[src/common/ccs_pkg.sv]
// package of command codes, error numbers and timing constants for the calibration sequencer
package ccs_pkg;
   // ----------------------------------------
   // command codes presented on cmdCode
   // ----------------------------------------
   localparam logic [3:0] CMD_STATE_SET        = 4'h0; // enable / disable cal mode
   localparam logic [3:0] CMD_STATE_QUERY      = 4'h1;
   localparam logic [3:0] CMD_PASSWORD         = 4'h2;
   localparam logic [3:0] CMD_VOUT_POINT_SEL   = 4'h3; // vout_point_select_cmd
   localparam logic [3:0] CMD_VOUT_VALUE       = 4'h4;
   localparam logic [3:0] CMD_IOUT_POINT_SEL   = 4'h5; // iout_point_select_cmd
   localparam logic [3:0] CMD_IOUT_VALUE       = 4'h6; // iout_point_value_cmd
   localparam logic [3:0] CMD_IMON_POINT_SEL   = 4'h7; // imonitor_point_select_cmd
   localparam logic [3:0] CMD_OVTRIP_CAL       = 4'h8; // overvoltage_trip_cal_cmd
   localparam logic [3:0] CMD_SAVE             = 4'h9;

   // ----------------------------------------
   // error numbers reported on errNum
   // ----------------------------------------
   localparam logic [3:0] ERR_NONE        = 4'h0;
   localparam logic [3:0] ERR_INHIBIT     = 4'h1;
   localparam logic [3:0] ERR_PASSWORD    = 4'h2;
   localparam logic [3:0] ERR_NOT_ENABLED = 4'h3;
   localparam logic [3:0] ERR_READBACK    = 4'h4;
   localparam logic [3:0] ERR_PROGRAM     = 4'h5;
   localparam logic [3:0] ERR_SEQUENCE    = 4'h6;
   localparam logic [3:0] ERR_REG_STATE   = 4'h7;

   // ----------------------------------------
   // widths, reset values and timing
   // ----------------------------------------
   localparam int          PASS_W         = 16;
   localparam logic [15:0] PASS_DISABLED  = 16'h0000;
   localparam int          CLK_HZ         = 20_000_000;
   localparam int          OVCAL_MS       = 3000;  // several seconds of trip search
   localparam int          OVCAL_CYCLES   = (CLK_HZ / 1000) * OVCAL_MS;
   localparam logic [1:0]  RESP_CAL_OFF   = 2'h0;
   localparam logic [1:0]  RESP_CAL_ON    = 2'h1;

   // ----------------------------------------
   // point-sequence states
   // ----------------------------------------
   typedef enum {SEQ_IDLE, SEQ_LOW_SEL, SEQ_LOW_DONE, SEQ_HIGH_SEL,
                 SEQ_IMON_SEL} ccs_seq_t;
endpackage

[src/rtl/ccs_nv_store.sv]
// nonvolatile-store shadow: password word and committed constants flags
module ccs_nv_store #(
   parameter int          PW = 16,
   parameter logic [15:0] PASS_FACTORY = 16'h1234  // arbitrary model code
) (
   input  wire logic          clk,
   input  wire logic          rstSync_b,
   input  wire logic          passWr,
   input  wire logic [PW-1:0] passIn,
   input  wire logic          constWr,
   input  wire logic [2:0]    constSel,
   output logic      [PW-1:0] passOut,
   output logic      [2:0]    constStored
);
   logic [PW-1:0] pass_r, pass_nxt;
   logic [2:0]    stored_r, stored_nxt;

   // next values: writes go straight into the shadow
   always_comb begin
      pass_nxt   = passWr ? passIn : pass_r;
      stored_nxt = constWr ? (stored_r | constSel) : stored_r;
   end

   // the factory password is a constant, so it is legal under async reset
   always_ff @(posedge clk or negedge rstSync_b) begin
      if (!rstSync_b) begin
         pass_r   <= PW'(PASS_FACTORY);
         stored_r <= 3'h0;
      end else begin
         pass_r   <= pass_nxt;
         stored_r <= stored_nxt;
      end
   end

   assign passOut     = pass_r;
   assign constStored = stored_r;
endmodule // ccs_nv_store

[src/rtl/ccs_sequencer.sv]
// calibration command sequencer: mode, password, point order, commit, trip cal
module ccs_sequencer #(
   parameter int          OVCAL_CYCLES = ccs_pkg::OVCAL_CYCLES,
   parameter logic [15:0] MODEL_CODE   = 16'h1234,  // arbitrary model code
   parameter bit          HAS_IMON     = 1'b1
) (
   input  wire logic        ref_clk,
   input  wire logic        rst_b,
   input  wire logic        cmdValid,
   input  wire logic [3:0]  cmdCode,
   input  wire logic        argFlag,      // state on, or high-end point
   input  wire logic        argPresent,   // password argument present
   input  wire logic [15:0] argValue,
   input  wire logic        calInhibit,   // hardware inhibit strap
   input  wire logic        constantVoltageRegulation,
   input  wire logic        constantCurrentRegulation,
   input  wire logic        readbackConstBad,
   input  wire logic        programConstBad,
   input  wire logic        ovTripDone,   // analog trip search finished
   input  wire logic        ovTripBad,
   output logic             calEnabled,
   output logic             busy,
   output logic             respValid,
   output logic [1:0]       respData,
   output logic             errValid,
   output logic [3:0]       errNum,
   output logic             vConstPending,
   output logic             iConstPending,
   output logic             discardPulse,
   output logic             commitPulse,
   output logic             ovTripStart,
   output logic             ovTripStore
);
   // ----------------------------------------
   // reset release
   // ----------------------------------------
   logic rstMeta_r, rstSync_b;
   always_ff @(posedge ref_clk or negedge rst_b) begin
      if (!rst_b) begin
         rstMeta_r <= 1'b0;
         rstSync_b <= 1'b0;
      end else begin
         rstMeta_r <= 1'b1;
         rstSync_b <= rstMeta_r;
      end
   end

   // ----------------------------------------
   // state
   // ----------------------------------------
   localparam int CW = $clog2(OVCAL_CYCLES + 1);
   ccs_pkg::ccs_seq_t vSeq_r, vSeq_nxt, iSeq_r, iSeq_nxt;
   logic          cal_r, cal_nxt, busy_r, busy_nxt;
   logic [CW-1:0] ovCnt_r, ovCnt_nxt;
   logic          respV_r, respV_nxt, errV_r, errV_nxt;
   logic [1:0]    respD_r, respD_nxt;
   logic [3:0]    errN_r, errN_nxt;
   logic          vPend_r, vPend_nxt, iPend_r, iPend_nxt;
   logic          disc_r, disc_nxt, comm_r, comm_nxt;
   logic          ovStart_r, ovStart_nxt, ovStore_r, ovStore_nxt;
   logic          passWr, constWr;
   logic [2:0]    constSel;
   logic [15:0]   storedPass;

   ccs_nv_store #(
      .PW           (ccs_pkg::PASS_W),
      .PASS_FACTORY (MODEL_CODE)
   ) uNv (
      .clk         (ref_clk),
      .rstSync_b   (rstSync_b),
      .passWr      (passWr),
      .passIn      (argValue),
      .constWr     (constWr),
      .constSel    (constSel),
      .passOut     (storedPass),
      .constStored ()
   );

   // report an error (only one per command)
   function automatic void raiseErr(input  logic [3:0] n,
                                    output logic       v,
                                    output logic [3:0] e);
      v = 1'b1;
      e = n;
   endfunction

   // ----------------------------------------
   // command decode and next-state logic
   // ----------------------------------------
   always_comb begin
      cal_nxt     = cal_r;
      busy_nxt    = busy_r;
      ovCnt_nxt   = ovCnt_r;
      vSeq_nxt    = vSeq_r;
      iSeq_nxt    = iSeq_r;
      vPend_nxt   = vPend_r;
      iPend_nxt   = iPend_r;
      respV_nxt   = 1'b0;
      respD_nxt   = respD_r;
      errV_nxt    = 1'b0;
      errN_nxt    = errN_r;
      disc_nxt    = 1'b0;
      comm_nxt    = 1'b0;
      ovStart_nxt = 1'b0;
      ovStore_nxt = 1'b0;
      passWr      = 1'b0;
      constWr     = 1'b0;
      constSel    = 3'h0;

      // trip calibration runs on its own
      if (busy_r) begin
         if (ovTripDone || ovCnt_r == CW'(0)) begin
            busy_nxt = 1'b0;
            if (ovTripBad || !ovTripDone) begin
               raiseErr(ccs_pkg::ERR_PROGRAM, errV_nxt, errN_nxt);
            end else begin
               ovStore_nxt = 1'b1;
               constWr     = 1'b1;
               constSel    = 3'h4;
            end
         end else begin
            ovCnt_nxt = ovCnt_r - CW'(1);
         end
      end else if (cmdValid) begin
         if (cmdCode == ccs_pkg::CMD_STATE_QUERY) begin
            respV_nxt = 1'b1;
            respD_nxt = cal_r ? ccs_pkg::RESP_CAL_ON : ccs_pkg::RESP_CAL_OFF;
         end else if (cmdCode == ccs_pkg::CMD_STATE_SET) begin
            if (argFlag) begin
               if (calInhibit) begin
                  raiseErr(ccs_pkg::ERR_INHIBIT, errV_nxt, errN_nxt);
               end else if (storedPass == ccs_pkg::PASS_DISABLED ||
                            (argPresent && argValue == storedPass)) begin
                  cal_nxt = 1'b1;
               end else begin
                  raiseErr(ccs_pkg::ERR_PASSWORD, errV_nxt, errN_nxt);
               end
            end else if (cal_r) begin
               cal_nxt = 1'b0;
               disc_nxt = vPend_r | iPend_r;
               vPend_nxt = 1'b0;
               iPend_nxt = 1'b0;
               vSeq_nxt  = ccs_pkg::SEQ_IDLE;
               iSeq_nxt  = ccs_pkg::SEQ_IDLE;
            end
         end else if (!cal_r) begin
            raiseErr(ccs_pkg::ERR_NOT_ENABLED, errV_nxt, errN_nxt);
         end else begin
            unique case (cmdCode)
               ccs_pkg::CMD_PASSWORD: begin
                  passWr = 1'b1;
               end
               ccs_pkg::CMD_VOUT_POINT_SEL: begin
                  if (!constantVoltageRegulation) begin
                     raiseErr(ccs_pkg::ERR_REG_STATE, errV_nxt, errN_nxt);
                  end else if (!argFlag) begin
                     vSeq_nxt = ccs_pkg::SEQ_LOW_SEL;
                  end else if (vSeq_r == ccs_pkg::SEQ_LOW_DONE) begin
                     vSeq_nxt = ccs_pkg::SEQ_HIGH_SEL;
                  end else begin
                     raiseErr(ccs_pkg::ERR_SEQUENCE, errV_nxt, errN_nxt);
                  end
               end
               ccs_pkg::CMD_VOUT_VALUE: begin
                  if (vSeq_r == ccs_pkg::SEQ_LOW_SEL) begin
                     vSeq_nxt = ccs_pkg::SEQ_LOW_DONE;
                  end else if (vSeq_r == ccs_pkg::SEQ_HIGH_SEL) begin
                     vSeq_nxt = ccs_pkg::SEQ_IDLE;
                     if (readbackConstBad) begin
                        raiseErr(ccs_pkg::ERR_READBACK, errV_nxt, errN_nxt);
                     end else if (programConstBad) begin
                        raiseErr(ccs_pkg::ERR_PROGRAM, errV_nxt, errN_nxt);
                     end else begin
                        vPend_nxt = 1'b1;
                     end
                  end else begin
                     raiseErr(ccs_pkg::ERR_SEQUENCE, errV_nxt, errN_nxt);
                  end
               end
               ccs_pkg::CMD_IOUT_POINT_SEL, ccs_pkg::CMD_IMON_POINT_SEL: begin
                  if (!constantCurrentRegulation) begin
                     raiseErr(ccs_pkg::ERR_REG_STATE, errV_nxt, errN_nxt);
                  end else if (cmdCode == ccs_pkg::CMD_IMON_POINT_SEL) begin
                     if (HAS_IMON) begin
                        iSeq_nxt = ccs_pkg::SEQ_IMON_SEL;
                     end else begin
                        raiseErr(ccs_pkg::ERR_SEQUENCE, errV_nxt, errN_nxt);
                     end
                  end else if (!argFlag) begin
                     iSeq_nxt = ccs_pkg::SEQ_LOW_SEL;
                  end else if (iSeq_r == ccs_pkg::SEQ_LOW_DONE) begin
                     iSeq_nxt = ccs_pkg::SEQ_HIGH_SEL;
                  end else begin
                     raiseErr(ccs_pkg::ERR_SEQUENCE, errV_nxt, errN_nxt);
                  end
               end
               ccs_pkg::CMD_IOUT_VALUE: begin
                  if (iSeq_r == ccs_pkg::SEQ_LOW_SEL) begin
                     iSeq_nxt = ccs_pkg::SEQ_LOW_DONE;
                  end else if (iSeq_r == ccs_pkg::SEQ_HIGH_SEL ||
                               iSeq_r == ccs_pkg::SEQ_IMON_SEL) begin
                     iSeq_nxt = ccs_pkg::SEQ_IDLE;
                     if (readbackConstBad) begin
                        raiseErr(ccs_pkg::ERR_READBACK, errV_nxt, errN_nxt);
                     end else if (programConstBad) begin
                        raiseErr(ccs_pkg::ERR_PROGRAM, errV_nxt, errN_nxt);
                     end else begin
                        iPend_nxt = 1'b1;
                     end
                  end else begin
                     raiseErr(ccs_pkg::ERR_SEQUENCE, errV_nxt, errN_nxt);
                  end
               end
               ccs_pkg::CMD_OVTRIP_CAL: begin
                  if (!constantVoltageRegulation) begin
                     raiseErr(ccs_pkg::ERR_REG_STATE, errV_nxt, errN_nxt);
                  end else begin
                     busy_nxt    = 1'b1;
                     ovStart_nxt = 1'b1;
                     ovCnt_nxt   = CW'(OVCAL_CYCLES - 1);
                  end
               end
               ccs_pkg::CMD_SAVE: begin
                  comm_nxt  = vPend_r | iPend_r;
                  constWr   = vPend_r | iPend_r;
                  constSel  = {1'b0, iPend_r, vPend_r};
                  vPend_nxt = 1'b0;
                  iPend_nxt = 1'b0;
               end
               default: begin
                  // unknown codes are a sequence fault
                  raiseErr(ccs_pkg::ERR_SEQUENCE, errV_nxt, errN_nxt);
               end
            endcase
         end
      end
   end

   // registers only; mode resets off
   always_ff @(posedge ref_clk or negedge rstSync_b) begin
      if (!rstSync_b) begin
         cal_r     <= 1'b0;
         busy_r    <= 1'b0;
         ovCnt_r   <= '0;
         vSeq_r    <= ccs_pkg::SEQ_IDLE;
         iSeq_r    <= ccs_pkg::SEQ_IDLE;
         vPend_r   <= 1'b0;
         iPend_r   <= 1'b0;
         respV_r   <= 1'b0;
         respD_r   <= 2'h0;
         errV_r    <= 1'b0;
         errN_r    <= ccs_pkg::ERR_NONE;
         disc_r    <= 1'b0;
         comm_r    <= 1'b0;
         ovStart_r <= 1'b0;
         ovStore_r <= 1'b0;
      end else begin
         cal_r     <= cal_nxt;
         busy_r    <= busy_nxt;
         ovCnt_r   <= ovCnt_nxt;
         vSeq_r    <= vSeq_nxt;
         iSeq_r    <= iSeq_nxt;
         vPend_r   <= vPend_nxt;
         iPend_r   <= iPend_nxt;
         respV_r   <= respV_nxt;
         respD_r   <= respD_nxt;
         errV_r    <= errV_nxt;
         errN_r    <= errN_nxt;
         disc_r    <= disc_nxt;
         comm_r    <= comm_nxt;
         ovStart_r <= ovStart_nxt;
         ovStore_r <= ovStore_nxt;
      end
   end

   // outputs straight from flops
   assign calEnabled    = cal_r;
   assign busy          = busy_r;
   assign respValid     = respV_r;
   assign respData      = respD_r;
   assign errValid      = errV_r;
   assign errNum        = errN_r;
   assign vConstPending = vPend_r;
   assign iConstPending = iPend_r;
   assign discardPulse  = disc_r;
   assign commitPulse   = comm_r;
   assign ovTripStart   = ovStart_r;
   assign ovTripStore   = ovStore_r;
endmodule // ccs_sequencer
[config.mk]
export PLATFORM = sky130hd
export DESIGN_NAME = ccs_sequencer
export DESIGN_NICKNAME = d
export VERILOG_FILES = /design/src/common/ccs_pkg.sv /design/src/rtl/ccs_nv_store.sv /design/src/rtl/ccs_sequencer.sv
export SDC_FILE = /design/constraint.sdc
export NUM_CORES = 1
export LEC_CHECK = 0
export ABC_AREA = 1
export BUFFER_PORTS_ARGS = -buffer_cell sky130_fd_sc_hd__buf_2
export CORE_ASPECT_RATIO = 1.25
export CORE_UTILIZATION = 30
export CTS_CLUSTER_SIZE = 20
export DETAILED_ROUTE_END_ITERATION = 16
export GPL_TIMING_DRIVEN = 0
export PLACE_DENSITY_LB_ADDON = 0.08
export RECOVER_POWER = 25
export SLEW_MARGIN = 40
export SYNTH_ARGS = -nofsm -noshare
export SYNTH_HDL_FRONTEND = slang
export SYNTH_SLANG_ARGS = --single-unit
[constraint.sdc]
create_clock -name ref_clk -period 2.3 [get_ports ref_clk]
set_clock_uncertainty 0.05 [all_clocks]
set_input_delay 0.115 -clock ref_clk [delete_from_list [all_inputs] [get_ports ref_clk]]
set_output_delay 0.115 -clock ref_clk [all_outputs]
set_load 0.02 [all_outputs]
==> impl_metrics.json <==
{
  "period_share": 0.868,
  "layout_commonest_cell": "nand2_1",
  "max_slew_margin": 0.287,
  "grt_max_degree": 39,
  "ant_nets": 0,
  "start_util": 0.306,
  "num_vias": 3881,
  "diodes": 0,
  "synth-xor-area-share": 0.0326,
  "cts_tree": "yes",
  "power_switching_w": 0.000640,
  "dieArea_mm2": 0.0139,
  "crit_required_ns": 2.47,
  "status": "completed",
  "clkTransAtPathRegs_ns": 0.05,
  "hold_buffers": 6,
  "grt_usage": 0.173,
  "overflow": 0,
  "cts_root_buf": "clkbuf_16",
  "placed_cells": 801,
  "r2r_end": "errNum[2]",
  "layout.cells.non_filler": 823,
  "rsz0062_at_grt": "false",
  "whs_endpoint": "uNv.passOut[12]",
  "layout_min_cycle_time_ns": 2.00,
  "tightest_slew_ns": 1.07,
  "die_x_um": 106,
  "worstSetupPathType": "flip-flop to flip-flop",
  "synth_warnings": 0,
  "dp_hpwl_um": 8720,
  "drc_errors": 0,
  "cts_resized": 0,
  "path_max_fanout": 10,
  "grt_pass1_wl_um": 18900,
  "wl_per_cell_um": 13.8,
  "yosys.area_share.simple": 0.380,
  "layout_common_cells": "nand2_1 (153), nor2_1 (83), inv_1 (69), nand3_1 (59), dfrtp_1 (59)",
  "synth_fa_ha_area_frac": 0.00620,
  "clock_latency_ns": 0.33,
  "area_growth_pct": 20.1,
  "cts_buffer_depth": 2,
  "fin_util": 0.368,
  "switching_share": 0.232,
  "antenna_found_initial": 0,
  "critPathTopFamily": "simple AND/OR/NAND/NOR gates",
  "cp-start-kind": "flip-flop",
  "worstHoldStart": "argValue[12]",
  "grt_pass1_vias": 3841,
  "core-area_mm2": 0.0132,
  "p_per_area_mw_per_mm2": 568,
  "die_h_um": 132,
  "slowest_delay_ns": 0.53,
  "hold_path.class": "primary input to flip-flop",
  "worstRegToRegCells": 9,
  "path_common_cell": "nand2_1",
  "path_buf_inv": 2,
  "slowest_stage": "buf_1",
  "cts.sinks": 64,
  "hold_depth": 2,
  "fmax_mhz": 501,
  "io_pins": 48,
  "setup_viol": 0,
  "port_buffers": 46,
  "synth_compound_area_frac": 0.0794,
  "finalMaxSlewViolations": 0,
  "place_congestion": 0.893,
  "hold_violations": 0,
  "final_nets": 681,
  "worst_slack_ns": 0.304,
  "synthDistinctLibCells": 38,
  "seq_area_frac_synth": 0.398,
  "p_comb_frac": 0.075,
  "ir_drop_uv": 243,
  "r2r_slack_ns": 0.30,
  "p_leak_nw": 2.35,
  "wirelength_um": 11300,
  "maxCapViolations": 0,
  "drive_gt1_frac": 0.166,
  "p_total_w": 0.00275,
  "via_per_inst": 4.72,
  "synth_mux_area_frac": 0.0140,
  "intPower_w": 0.00211,
  "drt-initial-drc-count": 156,
  "synth_top_family_by_area": "simple AND/OR/NAND/NOR gates",
  "cts_made_buffers": 9,
  "cp_cell_sequence": "buf_2 -> buf_1 -> nor4_1 -> nor2_1 -> nand2_1 -> nor2_4 -> nand2_2 -> nand2_1 -> nand2_1",
  "crit_path_end_kind": "flip-flop",
  "clockPowerShare": 0.502,
  "post_cts.repair.setup_buffers": 0,
  "syn_inst": 583,
  "synth_area_mm2": 0.00404,
  "cp_data_arrival_time_ns": 2.16,
  "cts.htree.levels": 3,
  "syn_nets": 617,
  "pre_cts_slack_ns": 0.294,
  "drtPass1Iterations": 4,
  "r2r_start": "busy",
  "pwr-share-seq": 0.423,
  "avgSynthCellArea_um2": 6.92,
  "ys_ff_latch": 64,
  "rows": 47
}
==> how the worst max path moves through the flow <==
| stage | from | to | slack, ns | cells after the start |
|---|---|---|---|---|
| 2_1_floorplan | rstSync_b | busy | 0.34 | 0 |
| 5_1_grt | ovCnt_r[0] | ovCnt_r[22] | 0.11 | 9 |
| 6_report | busy | errNum[2] | 0.30 | 9 |
| 4_1_cts | busy | errNum[2] | 0.28 | 9 |
| 3_3_place_gp | rstSync_b | iSeq_r[0] | -0.67 | 0 |
| 3_5_place_dp | busy | errNum[2] | 0.29 | 9 |
==> state kept, by name, indices dropped and copies added (netlist names), 2 cells and up <==
name	flops
ovCnt_r	26
uNv.passOut	16
vSeq_r	2
errNum	4
iSeq_r	3
==> cells by family after synthesis <==
group,count (synthesis)
AND/OR/NAND/NOR,345
multiplexers,5
other,2
buffers and inverters,88
XOR/XNOR,15
flip-flops,64
AO/OA/AOI/OAI,62
adder cells (fa/ha/maj),2
==> synth_stat cells <==
cell type | n | share of area
nor2_2 | 6 | 0.0093
nor2_1 | 83 | 0.077
conb_1 | 2 | 0.0019
nand3_2 | 1 | 0.0025
nand3_4 | 1 | 0.0043
nor3_1 | 7 | 0.0087
a31oi_1 | 2 | 0.0031
o22ai_1 | 1 | 0.0016
nand2_1 | 153 | 0.14
nand2_2 | 5 | 0.0078
nor2_4 | 1 | 0.0028
ha_1 | 2 | 0.0062
buf_6 | 1 | 0.0028
inv_1 | 69 | 0.064
nor4_1 | 4 | 0.0062
dfrtp_1 | 59 | 0.37
dfstp_2 | 5 | 0.033
a21oi_1 | 13 | 0.016
buf_1 | 1 | 0.00093
mux2_2 | 5 | 0.014
clkbuf_1 | 3 | 0.0028
nand2_4 | 1 | 0.0028
and2_4 | 1 | 0.0022
xor2_1 | 10 | 0.022
nand3_1 | 59 | 0.073
nor3_4 | 1 | 0.0040
nand4_1 | 13 | 0.020
o21ai_0 | 27 | 0.033
nand3b_1 | 3 | 0.0056
inv_2 | 6 | 0.0056
buf_2 | 6 | 0.0074
a21boi_0 | 1 | 0.0019
buf_4 | 2 | 0.0037
o21ai_1 | 17 | 0.021
o2111ai_1 | 1 | 0.0022
xnor2_1 | 5 | 0.011
nor3_2 | 2 | 0.0050
or2_2 | 4 | 0.0062
==> power groups by stage <==
stage | clock network (W) | registers, W | logic [W]
after floorplan | 0 | 0.00120 | 0.000106
after global placement | 0 | 0.00120 | 0.000185
after detailed placement | 0 | 0.00119 | 0.000202
after CTS | 0.00143 | 0.00117 | 0.000212
after global routing | 0.00147 | 0.00117 | 0.000235
final | 0.00138 | 0.00117 | 0.000206
==> cell type report <==
| cell class | count | area, um2 |
|---|---|---|
| fill | 1422 | 8330 |
| multi-input combinational | 431 | 2070 |
| sequential | 64 | 1610 |
| timing repair buffer | 53 | 297 |
| inverter | 75 | 282 |
| clock buffer | 13 | 260 |
| tap | 171 | 214 |
| buffer | 13 | 71.3 |
| clock inverter | 3 | 40.0 |
==> layer usage <==
layer | global-route usage | vias up | wire, um
met5 | 0 | - | 0
met4 | 0.0802 | 0 | 325
met3 | 0.0283 | 19 | 314
met2 | 0.305 | 58 | 5840
met1 | 0.203 | 1809 | 4860
li1 | - | 1995 | -
==> through the flow <==
step	instance area (um2)	TNS [ns]	hold slack [ns]
finish	4850	0	0.00982
global route	4850	0	0.0110
CTS	4860	0	0.00185
detailed placement	4500	0	-0.147
global placement	4480	-37.99	-0.149
floorplan	4040	0	-0.231
No activity file was read; power rests on OpenSTA's default activity.
